**config.mk**
```make
export PLATFORM = sky130hd
export DESIGN_NAME = jisp_top
export DESIGN_NICKNAME = d
export VERILOG_FILES = /design/src/jisp_pkg.sv /design/src/jisp_sync.sv /design/src/jisp_shreg.sv /design/src/jisp_top.sv
export SDC_FILE = /design/constraint.sdc
export NUM_CORES = 1
export LEC_CHECK = 0
export ABC_AREA = 1
export BUFFER_PORTS_ARGS = -buffer_cell sky130_fd_sc_hd__buf_2
export CORE_AREA = 4 4 171 173
export DETAILED_ROUTE_END_ITERATION = 8
export DIE_AREA = 0 0 175 177
export SLEW_MARGIN = 20
export SYNTH_ARGS = -nofsm -noshare
export SYNTH_HDL_FRONTEND = slang
export SYNTH_SLANG_ARGS = --single-unit
```
**constraint.sdc**
```tcl
create_clock -name SYS_CLK -period 3 [get_ports SYS_CLK]
set_input_delay 0.15 -clock SYS_CLK [delete_from_list [all_inputs] [get_ports SYS_CLK]]
set_output_delay 0.15 -clock SYS_CLK [all_outputs]
set_load 0.05 [all_outputs]
```
**src/jisp_pkg.sv**
```systemverilog
// Constants and types for the JTAG flash programming control block
// Summary of operation
// - Outside modes, only enter/exit instructions act
// - No-op keeps mode, selects default register
// - Address shift selects flash address register
// - Erase prepares erase after address load
// - Read instruction sets up flash verify
// - Read supports explicit address and burst
// - Background entry allows sector access live
// - Background exit leaves background mode
// - Weak pull-up during configuration if set, else tristate
// - Sector-zero-only ignores select, no fallback
// - Otherwise each failed image load switches to the other image
// - Setting picks programming I/O state source
// - Encrypted-only rejects unencrypted image loading
// - Verify-protect and JTAG-secure settings, off
// - Upgrade watchdog enable setting, default on
// - Watchdog timeout setting, default 1FFF
// - Exit after 200 us in Run-Test/Idle
// - Hi-Z entry tristates I/Os until exit
// - Clamp entry drives boundary scan, freezes core
// - Program action happens in Run-Test/Idle
package jisp_pkg;
    localparam int IR_W = 10;
    localparam int DR_W = 32;
    localparam int ADDR_W = 16;
    localparam int WDOG_W = 16;
    localparam logic [IR_W-1:0] INS_HIZ = 10'h2CC;
    localparam logic [IR_W-1:0] INS_CLAMP = 10'h233;
    localparam logic [IR_W-1:0] INS_EXIT = 10'h201;
    localparam logic [IR_W-1:0] INS_PROGRAM = 10'h2F4;
    localparam logic [IR_W-1:0] INS_NOOP = 10'h210;
    localparam logic [IR_W-1:0] INS_ADDR = 10'h203;
    localparam logic [IR_W-1:0] INS_ERASE = 10'h2F2;
    localparam logic [IR_W-1:0] INS_READ = 10'h205;
    localparam logic [IR_W-1:0] background_prog_enter = 10'h199;
    localparam logic [IR_W-1:0] background_prog_exit = 10'h166;
    localparam logic [IR_W-1:0] IR_RESET = 10'h3FF;
    localparam logic [IR_W-1:0] IR_CAPTURE = 10'h001;
    // Exit wait time and its cycle count
    localparam int EXIT_WAIT_US = 200;
    localparam int SYS_CLK_MHZ = 100;
    localparam int EXIT_CYC = EXIT_WAIT_US * SYS_CLK_MHZ;
    // APB byte offsets
    localparam logic [7:0] OFS_CTRL = 8'h00;
    localparam logic [7:0] OFS_WDOG = 8'h04;
    localparam logic [7:0] OFS_STATUS = 8'h08;
    localparam logic [7:0] OFS_ADDR = 8'h0C;
    // Bits of init_config_settings control word
    localparam int B_PULLUP = 0;
    localparam int B_SECT0 = 1;
    localparam int B_ISP_SEC = 2;
    localparam int B_VPROT = 3;
    localparam int B_ENC_ONLY = 4;
    localparam int B_JSECURE = 5;
    localparam int B_WDOG_EN = 6;
    localparam int CTRL_W = 7;
    localparam logic [CTRL_W-1:0] CTRL_RST = 7'h41;
    localparam logic [WDOG_W-1:0] WDOG_RST = 16'h1FFF;
    // Status word fields
    localparam int S_ISP = 0;
    localparam int S_CLAMP = 1;
    localparam int S_BGP = 2;
    localparam int S_IMG = 3;
    localparam int S_CERR = 4;
    localparam int S_AVALID = 5;
    localparam int S_IR_LSB = 16;
    typedef enum logic [3:0] {
        TAP_RESET, TAP_IDLE, TAP_SEL_DR, TAP_CAP_DR, TAP_SH_DR, TAP_EX1_DR,
        TAP_PAU_DR, TAP_EX2_DR, TAP_UPD_DR, TAP_SEL_IR, TAP_CAP_IR,
        TAP_SH_IR, TAP_EX1_IR, TAP_PAU_IR, TAP_EX2_IR, TAP_UPD_IR
    } jisp_tap_e;
    typedef enum logic [1:0] {DR_BYP, DR_DEF, DR_ADDR, DR_DATA} jisp_dr_e;
endpackage

```
**src/jisp_sync.sv**
```systemverilog
// Two-flop synchroniser for pin inputs
`timescale 1ns/1ps
module jisp_sync #(
    parameter int W = 1
) (
    // Clock and reset
    input wire logic clk,
    input wire logic rst_b,
    input wire logic en,
    // Data
    input wire logic [W-1:0] d,
    output logic [W-1:0] q
);
    logic [W-1:0] meta_ff;

    always_ff @(posedge clk or negedge rst_b) begin
        if (!rst_b) begin
            meta_ff <= '0;
            q <= '0;
        end else if (en) begin
            meta_ff <= d;
            q <= meta_ff;
        end
    end
endmodule

```
**src/jisp_shreg.sv**
```systemverilog
// Scan shift register with capture and selectable length
`timescale 1ns/1ps
module jisp_shreg #(
    parameter int W = 32
) (
    // Clock and reset
    input wire logic clk,
    input wire logic rst_b,
    input wire logic en,
    // Control
    input wire logic cap,
    input wire logic shift,
    input wire logic sin,
    input wire logic [7:0] len,
    input wire logic [W-1:0] cap_val,
    // State
    output logic [W-1:0] q
);
    logic [W-1:0] nxt_q;

    // Serial input enters at the top of the active length
    for (genvar i = 0; i < W; i++) begin : g_bit
        if (i == W - 1) begin : g_top
            assign nxt_q[i] = (8'(i) == len - 8'h01) ? sin : 1'b0;
        end else begin : g_mid
            assign nxt_q[i] = (8'(i) == len - 8'h01) ? sin : q[i+1];
        end
    end

    always_ff @(posedge clk or negedge rst_b) begin
        if (!rst_b) begin
            q <= '0;
        end else if (en) begin
            if (cap) begin
                q <= cap_val;
            end else if (shift) begin
                q <= nxt_q;
            end
        end
    end
endmodule

```
**src/jisp_top.sv**
```systemverilog
// JTAG flash programming control with stored configuration settings
//
// Chosen here: the APB interface to the registers and the address map.
`timescale 1ns/1ps
module jisp_top #(
    parameter int EXIT_CYC = jisp_pkg::EXIT_CYC
) (
    // Clock and reset
    input wire logic SYS_CLK,
    input wire logic RST_B,
    input wire logic CLK_EN,
    // APB slave
    input wire logic PSEL,
    input wire logic PENABLE,
    input wire logic PWRITE,
    input wire logic [7:0] PADDR,
    input wire logic [31:0] PWDATA,
    output logic [31:0] PRDATA,
    output logic PREADY,
    output logic PSLVERR,
    // JTAG pins
    input wire logic TCK,
    input wire logic TMS,
    input wire logic TDI,
    output logic TDO,
    output logic TDO_OE_B,
    // Configuration flash port
    output logic [jisp_pkg::ADDR_W-1:0] FLASH_ADDR,
    output logic [jisp_pkg::DR_W-1:0] FLASH_WDATA,
    input wire logic [jisp_pkg::DR_W-1:0] FLASH_RDATA,
    output logic FLASH_RD,
    output logic FLASH_ERASE,
    output logic FLASH_PROG,
    // Configuration loader
    input wire logic CONFIG_START,
    input wire logic CONFIG_BUSY,
    input wire logic IMAGE_FAIL,
    input wire logic IMAGE_ENCRYPTED,
    input wire logic IMAGE_SEL,
    // Mode and setting outputs
    output logic ISP_MODE,
    output logic BGP_MODE,
    output logic IO_TRISTATE,
    output logic IO_WEAK_PULLUP,
    output logic IO_CLAMP,
    output logic CORE_FREEZE,
    output logic BOOT_IMAGE,
    output logic CONFIG_ERROR,
    output logic ISP_DATA_SECONDARY,
    output logic VERIFY_PROTECT,
    output logic JTAG_SECURE,
    output logic WDOG_EN,
    output logic [jisp_pkg::WDOG_W-1:0] WDOG_VALUE
);
    logic tck_s, tms_s, tdi_s, sel_s, tck_d_ff, tck_rise, tck_fall, apb_wr, apb_rd, mapped;
    jisp_pkg::jisp_tap_e tap_ff;
    logic [jisp_pkg::IR_W-1:0] ir_ff, ir_sh;
    logic [jisp_pkg::DR_W-1:0] dr_sh, dr_cap;
    logic isp_ff, clamp_ff, bgp_ff, in_mode, addr_valid_ff, act_done_ff, boot_img_ff, cfg_err_ff;
    jisp_pkg::jisp_dr_e dr_kind;
    logic [7:0] dr_len;
    logic [jisp_pkg::ADDR_W-1:0] addr_ff;
    logic [31:0] exit_cnt_ff;
    logic [jisp_pkg::CTRL_W-1:0] ctrl_ff;
    logic [jisp_pkg::WDOG_W-1:0] wdog_ff;
    logic [31:0] rd_val;
    function automatic logic is_ctl(input logic [jisp_pkg::IR_W-1:0] c);
        is_ctl = (c == jisp_pkg::INS_HIZ) || (c == jisp_pkg::INS_CLAMP) ||
                 (c == jisp_pkg::INS_EXIT) || (c == jisp_pkg::background_prog_enter) ||
                 (c == jisp_pkg::background_prog_exit);
    endfunction
    function automatic logic ins_on(input logic [jisp_pkg::IR_W-1:0] c,
                                    input logic [jisp_pkg::IR_W-1:0] ins, input logic m);
        ins_on = (c == ins) && (m || is_ctl(ins));
    endfunction
    function automatic jisp_pkg::jisp_tap_e tap_next(input jisp_pkg::jisp_tap_e s, input logic t);
        case (s)
            jisp_pkg::TAP_RESET: tap_next = t ? jisp_pkg::TAP_RESET : jisp_pkg::TAP_IDLE;
            jisp_pkg::TAP_IDLE: tap_next = t ? jisp_pkg::TAP_SEL_DR : jisp_pkg::TAP_IDLE;
            jisp_pkg::TAP_SEL_DR: tap_next = t ? jisp_pkg::TAP_SEL_IR : jisp_pkg::TAP_CAP_DR;
            jisp_pkg::TAP_CAP_DR: tap_next = t ? jisp_pkg::TAP_EX1_DR : jisp_pkg::TAP_SH_DR;
            jisp_pkg::TAP_SH_DR: tap_next = t ? jisp_pkg::TAP_EX1_DR : jisp_pkg::TAP_SH_DR;
            jisp_pkg::TAP_EX1_DR: tap_next = t ? jisp_pkg::TAP_UPD_DR : jisp_pkg::TAP_PAU_DR;
            jisp_pkg::TAP_PAU_DR: tap_next = t ? jisp_pkg::TAP_EX2_DR : jisp_pkg::TAP_PAU_DR;
            jisp_pkg::TAP_EX2_DR: tap_next = t ? jisp_pkg::TAP_UPD_DR : jisp_pkg::TAP_SH_DR;
            jisp_pkg::TAP_UPD_DR: tap_next = t ? jisp_pkg::TAP_SEL_DR : jisp_pkg::TAP_IDLE;
            jisp_pkg::TAP_SEL_IR: tap_next = t ? jisp_pkg::TAP_RESET : jisp_pkg::TAP_CAP_IR;
            jisp_pkg::TAP_CAP_IR: tap_next = t ? jisp_pkg::TAP_EX1_IR : jisp_pkg::TAP_SH_IR;
            jisp_pkg::TAP_SH_IR: tap_next = t ? jisp_pkg::TAP_EX1_IR : jisp_pkg::TAP_SH_IR;
            jisp_pkg::TAP_EX1_IR: tap_next = t ? jisp_pkg::TAP_UPD_IR : jisp_pkg::TAP_PAU_IR;
            jisp_pkg::TAP_PAU_IR: tap_next = t ? jisp_pkg::TAP_EX2_IR : jisp_pkg::TAP_PAU_IR;
            jisp_pkg::TAP_EX2_IR: tap_next = t ? jisp_pkg::TAP_UPD_IR : jisp_pkg::TAP_SH_IR;
            jisp_pkg::TAP_UPD_IR: tap_next = t ? jisp_pkg::TAP_SEL_DR : jisp_pkg::TAP_IDLE;
            default: tap_next = jisp_pkg::TAP_RESET;
        endcase
    endfunction
    jisp_sync #(.W(4)) u_sync (
        .clk(SYS_CLK),
        .rst_b(RST_B),
        .en(CLK_EN),
        .d({TCK, TMS, TDI, IMAGE_SEL}),
        .q({tck_s, tms_s, tdi_s, sel_s})
    );
    always_ff @(posedge SYS_CLK or negedge RST_B) begin
        if (!RST_B) begin
            tck_d_ff <= 1'b0;
            tap_ff <= jisp_pkg::TAP_RESET;
        end else if (CLK_EN) begin
            tck_d_ff <= tck_s;
            if (tck_rise) begin
                tap_ff <= tap_next(tap_ff, tms_s);
            end
        end
    end
    assign tck_rise = CLK_EN & tck_s & ~tck_d_ff;
    assign tck_fall = CLK_EN & ~tck_s & tck_d_ff;
    assign in_mode = isp_ff | bgp_ff;
    jisp_shreg #(.W(jisp_pkg::IR_W)) u_ir (
        .clk(SYS_CLK),
        .rst_b(RST_B),
        .en(CLK_EN),
        .cap(tck_rise && tap_ff == jisp_pkg::TAP_CAP_IR),
        .shift(tck_rise && tap_ff == jisp_pkg::TAP_SH_IR),
        .sin(tdi_s),
        .len(8'(jisp_pkg::IR_W)),
        .cap_val(jisp_pkg::IR_CAPTURE),
        .q(ir_sh)
    );
    always_ff @(posedge SYS_CLK or negedge RST_B) begin
        if (!RST_B) begin
            ir_ff <= jisp_pkg::IR_RESET;
        end else if (CLK_EN && tap_ff == jisp_pkg::TAP_RESET) begin
            ir_ff <= jisp_pkg::IR_RESET;
        end else if (tck_rise && tap_ff == jisp_pkg::TAP_UPD_IR) begin
            ir_ff <= ir_sh;
        end
    end
    always_ff @(posedge SYS_CLK or negedge RST_B) begin
        if (!RST_B) begin
            isp_ff <= 1'b0;
            clamp_ff <= 1'b0;
            bgp_ff <= 1'b0;
            exit_cnt_ff <= '0;
        end else if (CLK_EN) begin
            if (tck_rise && tap_ff == jisp_pkg::TAP_UPD_IR) begin
                exit_cnt_ff <= '0;
                if (ir_sh == jisp_pkg::INS_HIZ) begin
                    isp_ff <= 1'b1;
                    clamp_ff <= 1'b0;
                end else if (ir_sh == jisp_pkg::INS_CLAMP) begin
                    isp_ff <= 1'b1;
                    clamp_ff <= 1'b1;
                end else if (ir_sh == jisp_pkg::background_prog_enter) begin
                    bgp_ff <= 1'b1;
                end else if (ir_sh == jisp_pkg::background_prog_exit) begin
                    bgp_ff <= 1'b0;
                end
            end else if (isp_ff && ir_ff == jisp_pkg::INS_EXIT &&
                         tap_ff == jisp_pkg::TAP_IDLE) begin
                if (exit_cnt_ff >= 32'(EXIT_CYC - 1)) begin
                    isp_ff <= 1'b0;
                    clamp_ff <= 1'b0;
                    exit_cnt_ff <= '0;
                end else begin
                    exit_cnt_ff <= exit_cnt_ff + 32'h0000_0001;
                end
            end else begin
                exit_cnt_ff <= '0;
            end
        end
    end
    always_comb begin
        dr_kind = jisp_pkg::DR_BYP;
        dr_len = 8'h01;
        if (ins_on(ir_ff, jisp_pkg::INS_NOOP, in_mode)) begin
            dr_kind = jisp_pkg::DR_DEF;
        end else if (ins_on(ir_ff, jisp_pkg::INS_ADDR, in_mode)) begin
            dr_kind = jisp_pkg::DR_ADDR;
            dr_len = 8'(jisp_pkg::ADDR_W);
        end else if (ins_on(ir_ff, jisp_pkg::INS_READ, in_mode) ||
                     ins_on(ir_ff, jisp_pkg::INS_PROGRAM, in_mode)) begin
            dr_kind = jisp_pkg::DR_DATA;
            dr_len = 8'(jisp_pkg::DR_W);
        end
    end
    always_comb begin
        dr_cap = '0;
        if (dr_kind == jisp_pkg::DR_ADDR) begin
            dr_cap = 32'(addr_ff);
        end else if (dr_kind == jisp_pkg::DR_DATA && ir_ff == jisp_pkg::INS_READ) begin
            dr_cap = FLASH_RDATA;
        end
    end
    jisp_shreg #(.W(jisp_pkg::DR_W)) u_dr (
        .clk(SYS_CLK),
        .rst_b(RST_B),
        .en(CLK_EN),
        .cap(tck_rise && tap_ff == jisp_pkg::TAP_CAP_DR),
        .shift(tck_rise && tap_ff == jisp_pkg::TAP_SH_DR),
        .sin(tdi_s),
        .len(dr_len),
        .cap_val(dr_cap),
        .q(dr_sh)
    );
    always_ff @(posedge SYS_CLK or negedge RST_B) begin
        if (!RST_B) begin
            addr_ff <= '0;
            addr_valid_ff <= 1'b0;
        end else if (CLK_EN) begin
            if (!in_mode) begin
                addr_valid_ff <= 1'b0;
            end else if (tck_rise && tap_ff == jisp_pkg::TAP_UPD_DR &&
                         dr_kind == jisp_pkg::DR_ADDR) begin
                addr_ff <= dr_sh[jisp_pkg::ADDR_W-1:0];
                addr_valid_ff <= 1'b1;
            end else if (tck_rise && tap_ff == jisp_pkg::TAP_CAP_DR &&
                         dr_kind == jisp_pkg::DR_DATA && ir_ff == jisp_pkg::INS_READ) begin
                addr_ff <= addr_ff + 16'h0001;
            end else if (FLASH_PROG) begin
                addr_ff <= addr_ff + 16'h0001;
            end
        end
    end
    always_ff @(posedge SYS_CLK or negedge RST_B) begin
        if (!RST_B) begin
            FLASH_RD <= 1'b0;
            FLASH_PROG <= 1'b0;
            FLASH_ERASE <= 1'b0;
            FLASH_WDATA <= '0;
            act_done_ff <= 1'b0;
        end else if (CLK_EN) begin
            FLASH_RD <= tck_rise && tap_ff == jisp_pkg::TAP_CAP_DR &&
                        dr_kind == jisp_pkg::DR_DATA && ir_ff == jisp_pkg::INS_READ;
            FLASH_PROG <= 1'b0;
            FLASH_ERASE <= 1'b0;
            if (tck_rise && (tap_ff == jisp_pkg::TAP_UPD_DR ||
                             tap_ff == jisp_pkg::TAP_UPD_IR)) begin
                act_done_ff <= 1'b0;
                if (tap_ff == jisp_pkg::TAP_UPD_DR && dr_kind == jisp_pkg::DR_DATA &&
                    ir_ff == jisp_pkg::INS_PROGRAM) begin
                    FLASH_WDATA <= dr_sh;
                end
            end else if (tck_rise && tap_ff == jisp_pkg::TAP_IDLE && !act_done_ff) begin
                act_done_ff <= 1'b1;
                FLASH_PROG <= ins_on(ir_ff, jisp_pkg::INS_PROGRAM, in_mode);
                // Erase without a loaded address would hit a stale sector
                FLASH_ERASE <= ins_on(ir_ff, jisp_pkg::INS_ERASE, in_mode) && addr_valid_ff;
            end
        end
    end
    always_ff @(posedge SYS_CLK or negedge RST_B) begin
        if (!RST_B) begin
            TDO <= 1'b0;
            TDO_OE_B <= 1'b1;
        end else if (tck_fall) begin
            TDO <= (tap_ff == jisp_pkg::TAP_SH_IR) ? ir_sh[0] : dr_sh[0];
            TDO_OE_B <= !(tap_ff == jisp_pkg::TAP_SH_IR || tap_ff == jisp_pkg::TAP_SH_DR);
        end
    end
    always_ff @(posedge SYS_CLK or negedge RST_B) begin
        if (!RST_B) begin
            boot_img_ff <= 1'b0;
            cfg_err_ff <= 1'b0;
        end else if (CLK_EN) begin
            if (CONFIG_START) begin
                boot_img_ff <= ctrl_ff[jisp_pkg::B_SECT0] ? 1'b0 : sel_s;
                cfg_err_ff <= ctrl_ff[jisp_pkg::B_ENC_ONLY] & ~IMAGE_ENCRYPTED;
            end else if (IMAGE_FAIL && !ctrl_ff[jisp_pkg::B_SECT0]) begin
                boot_img_ff <= ~boot_img_ff;
            end
        end
    end
    always_ff @(posedge SYS_CLK or negedge RST_B) begin
        if (!RST_B) begin
            IO_TRISTATE <= 1'b0;
            IO_WEAK_PULLUP <= 1'b0;
            IO_CLAMP <= 1'b0;
            CORE_FREEZE <= 1'b0;
        end else if (CLK_EN) begin
            IO_TRISTATE <= (isp_ff & ~clamp_ff) |
                           (CONFIG_BUSY & ~ctrl_ff[jisp_pkg::B_PULLUP]);
            IO_WEAK_PULLUP <= CONFIG_BUSY & ctrl_ff[jisp_pkg::B_PULLUP];
            IO_CLAMP <= isp_ff & clamp_ff;
            CORE_FREEZE <= isp_ff & clamp_ff;
        end
    end
    assign apb_wr = PSEL & PENABLE & PWRITE & CLK_EN;
    assign apb_rd = PSEL & ~PENABLE & ~PWRITE & CLK_EN;
    assign mapped = (PADDR == jisp_pkg::OFS_CTRL) || (PADDR == jisp_pkg::OFS_WDOG) ||
                    (PADDR == jisp_pkg::OFS_STATUS) || (PADDR == jisp_pkg::OFS_ADDR);
    assign PREADY = 1'b1; // No wait states
    assign PSLVERR = PSEL & PENABLE & ~mapped;
    always_ff @(posedge SYS_CLK or negedge RST_B) begin
        if (!RST_B) begin
            ctrl_ff <= jisp_pkg::CTRL_RST;
            wdog_ff <= jisp_pkg::WDOG_RST;
        end else if (apb_wr) begin
            if (PADDR == jisp_pkg::OFS_CTRL) begin
                ctrl_ff <= PWDATA[jisp_pkg::CTRL_W-1:0];
            end
            if (PADDR == jisp_pkg::OFS_WDOG) begin
                wdog_ff <= PWDATA[jisp_pkg::WDOG_W-1:0];
            end
        end
    end
    always_comb begin
        rd_val = '0;
        case (PADDR)
            jisp_pkg::OFS_CTRL: rd_val = 32'(ctrl_ff);
            jisp_pkg::OFS_WDOG: rd_val = 32'(wdog_ff);
            jisp_pkg::OFS_STATUS: begin
                rd_val[jisp_pkg::S_ISP] = isp_ff;
                rd_val[jisp_pkg::S_CLAMP] = clamp_ff;
                rd_val[jisp_pkg::S_BGP] = bgp_ff;
                rd_val[jisp_pkg::S_IMG] = boot_img_ff;
                rd_val[jisp_pkg::S_CERR] = cfg_err_ff;
                rd_val[jisp_pkg::S_AVALID] = addr_valid_ff;
                rd_val[jisp_pkg::S_IR_LSB +: jisp_pkg::IR_W] = ir_ff;
            end
            jisp_pkg::OFS_ADDR: rd_val = 32'(addr_ff);
            default: rd_val = '0;
        endcase
    end
    always_ff @(posedge SYS_CLK or negedge RST_B) begin
        if (!RST_B) begin
            PRDATA <= '0;
        end else if (apb_rd) begin
            PRDATA <= rd_val;
        end
    end
    assign ISP_MODE = isp_ff;
    assign BGP_MODE = bgp_ff;
    assign BOOT_IMAGE = boot_img_ff;
    assign CONFIG_ERROR = cfg_err_ff;
    assign FLASH_ADDR = addr_ff;
    assign ISP_DATA_SECONDARY = ctrl_ff[jisp_pkg::B_ISP_SEC];
    assign VERIFY_PROTECT = ctrl_ff[jisp_pkg::B_VPROT];
    assign JTAG_SECURE = ctrl_ff[jisp_pkg::B_JSECURE];
    assign WDOG_EN = ctrl_ff[jisp_pkg::B_WDOG_EN];
    assign WDOG_VALUE = wdog_ff;
endmodule

```
==> impl_metrics.tcl <==
set metrics [dict create \
    outcome "complete, no violations" \
    worstPathArrival_ns 2.87 \
    slew_violations 0 \
    cts_tree "done" \
    die_area_mm2 0.03098 \
    start_util_pct 36.59 \
    period_minus_slack_ns 2.473 \
    coreArea_mm2 0.02763 \
    cp-end-kind "register" \
    clk_pin_slew_worst_paths_ns 0.06 \
    vias 9099 \
    diodes 0 \
    cts_sinks 209 \
    avgSynthCellArea_um2 8.382 \
    final_area_mm2 0.01271 \
    ios 201 \
    drc 0 \
    utilization_pct 46.01 \
    p_comb_share_pct 18.0 \
    synth-edff-count 0 \
    wire_per_inst_um 15.92 \
    grt-ovfl-total 0 \
    synth_cell_types 49 \
    slew_headroom_pct 49.05 \
    switching_share_pct 31.09 \
    timing_worst_setup_path_type "register to register" \
    internal_power_mw 5.416 \
    period_share_pct 82.45 \
    grt_start_max_net_pins 97 \
    seq_area_frac_synth_pct 52.06 \
    area_growth_pct 25.75 \
    synthArstFlopShare_pct 100.0 \
    placed_area_mm2 0.01136 \
    crit_path_max_incr_delay_ns 0.51 \
    worst_slack_ns 0.5265 \
    slowest_stage "dfstp_2" \
    wl_um 29060 \
    rows 61 \
    gp_congestion 0.9246 \
    cts_hold_buf 53 \
    worst_pin_slew_ns 0.7643 \
    netlist_area_mm2 0.01011 \
    clockBufferDepth 3 \
    htreeDepth 1 \
    post_cts_buffers 0 \
    path_max_fanout 6 \
    cts_resized 0 \
    clock_power_share_pct 37.9 \
    final_nets 1517 \
    clkLatencyLatePin_ns 0.52 \
    fmax_mhz 404.3 \
    ir_worst_vdd_mv 0.3684 \
    first_pass_iters 5 \
    p_per_area_mw_per_mm2 618.4 \
    grt_usage_pct 18.36 \
    synth_ff_type "dfrtp_1" \
    final_cell_count_no_fill 1825 \
    dr.first_iter.drc_count 656 \
    p_leak_nw 6.182 \
    cts_root_buf "clkbuf_16" \
    post-dp-hpwl_um 20740 \
    die_y_um 177 \
    crit_path_frequent_cell "nand2_1" \
    floorplan.die.width_um 175 \
    drive_gt1_share_pct 20.46 \
    syn-instance-count 1206 \
    preCtsSetupSlack_ns 0.5339 \
    cts_buffers 25 \
    grt_pass1_vias 8757 \
    dpl.cell_count 1726 \
    p_total_mw 7.860 \
    path_buf_inv 2 \
    yosys_warnings 0 \
    setup.worst_path.start_class "register" \
    min_path_type "input pin to register" \
    setup_violations 0 \
    final_common_cell "nand2_1" \
    grt_pass1_wl_um 46580 \
    crit_chain "inv_1 -> nor2_1 -> nand2_1 -> nor2_4 -> nand2_1 -> nand3_1 -> ha_1 -> inv_1 -> nand4_1 -> or2_2 -> nand2_1 -> a21oi_1" \
    rsz0062_at_grt "no" \
    cp.required_ns 3.40 \
    ys_ff_latch 209 \
    power.switching_mw 2.443 \
    holdWs_ns 0.04719 \
    final_hold_viol_count 0 \
    tns_ns 0 \
    layout_common_cells "nand2_1 (217), dfrtp_1 (183), buf_2 (176)" \
    io_buffers 177 \
    cpLargestDelayFamily "simple AND/OR/NAND/NOR gates" \
    antenna_found_initial 0 \
    fin_worst_skew_ns 0.009208 \
    cap_viol_max_count 0 \
    final_antenna_net_count 0 \
    avgViaCountPerCell 4.986 \
    power_frac_seq_pct 44.1 \
]
==> worst paths after layout <==
kind	start	endpoint	slack [ns]	depth (start not counted)
hold reg to reg	PRDATA[7]	PRDATA[7]	0.47	2
hold / removal	FLASH_RDATA[31]	u_dr.q[31]	0.05	5
setup reg to reg	ir_ff[9]	u_dr.q[16]	0.53	12
max in group asynchronous	RST_B	WDOG_VALUE[10]	1.84	3
min in group asynchronous	RST_B	u_ir.q[5]	0.29	2
setup / recovery	ir_ff[9]	u_dr.q[16]	0.53	12
==> worst register-to-register path, stage by stage, from the launching register on <==
cell and delay [ns]:
dfstp_2 0.51, inv_1 0.05, nor2_1 0.20, nand2_1 0.17, nor2_4 0.19, nand2_1 0.14
nand3_1 0.18, ha_1 0.30, inv_1 0.10, nand4_1 0.11, or2_2 0.29, nand2_1 0.07
a21oi_1 0.05
==> layout make-up <==
class                           count  area, um2
Clock inverter                      3      46.29
Fill cell                        2753      14920
Tap cell                          378      473.0
Timing Repair Buffer              253       1610
Sequential cell                   209       5263
Multi-Input combinational cell    766       3896
Clock buffer                       43      773.2
Inverter                          173      649.4
==> cell families after synthesis <==
| family | synth area share [%] |
|---|---|
| xor gates and xnor gates | 1.820 |
| buffers and inverters | 9.605 |
| other | 0.07429 |
| adders and majority gates | 0.3714 |
| DFF | 52.06 |
| and+or+nand+nor | 18.28 |
| AOI/OAI and AO/OA | 17.68 |
| muxes | 0.1114 |
==> metal layers <==
layer / vias to the layer above / track usage (%) / part of all wire [%]
li1: 4457 / - / -
met1: 4310 / 26.10 / 46
met2: 285 / 29.10 / 46
met3: 47 / 3.269 / 6.2
met4: 0 / 5.041 / 2.5
met5: - / 0 / 0
==> Yosys cell counts, types with 3 or more instances <==
master	instances	area share, %
buf_4	14	1.0
buf_2	14	0.69
a311oi_1	12	1.0
nor2_4	3	0.33
nor4_1	6	0.37
o22ai_1	31	1.9
xor2_1	18	1.6
nand2_2	4	0.25
ha_1	3	0.37
nand2_1	218	8.1
inv_2	8	0.30
a31oi_1	16	0.99
a21oi_1	58	2.9
nor2_1	81	3.0
inv_1	163	6.1
nor3_1	31	1.5
o21ai_1	13	0.64
o211ai_1	17	1.3
dfstp_2	26	6.8
nor2_2	9	0.56
o21ai_0	135	6.7
nand4_1	24	1.5
dfrtp_1	183	45
o31ai_1	12	0.89
clkbuf_1	32	1.2
xnor2_1	3	0.26
nand3_2	3	0.30
nand3_1	41	2.0
==> registers in the layout, indices dropped and copies added, names as in the netlist, 7 cells and up <==
| signal | count |
|---|---|
| FLASH_ADDR | 16 |
| FLASH_WDATA | 32 |
| PRDATA | 26 |
| WDOG_VALUE | 16 |
| ctrl_ff | 7 |
| exit_cnt_ff | 32 |
| ir_ff | 10 |
| u_dr.q | 32 |
| u_ir.q | 10 |
==> power by group through the flow <==
stage                     Combinational [mW]  Sequential, mW  Clock, mW
after floorplan                        0.812            3.57          0
after global placement                  1.34            3.50          0
after detailed placement                1.36            3.50          0
after CTS                               1.42            3.46       3.05
after global routing                    1.60            3.51       3.17
final                                   1.41            3.47       2.98
Note: power is estimated with default switching activity, not from simulation.
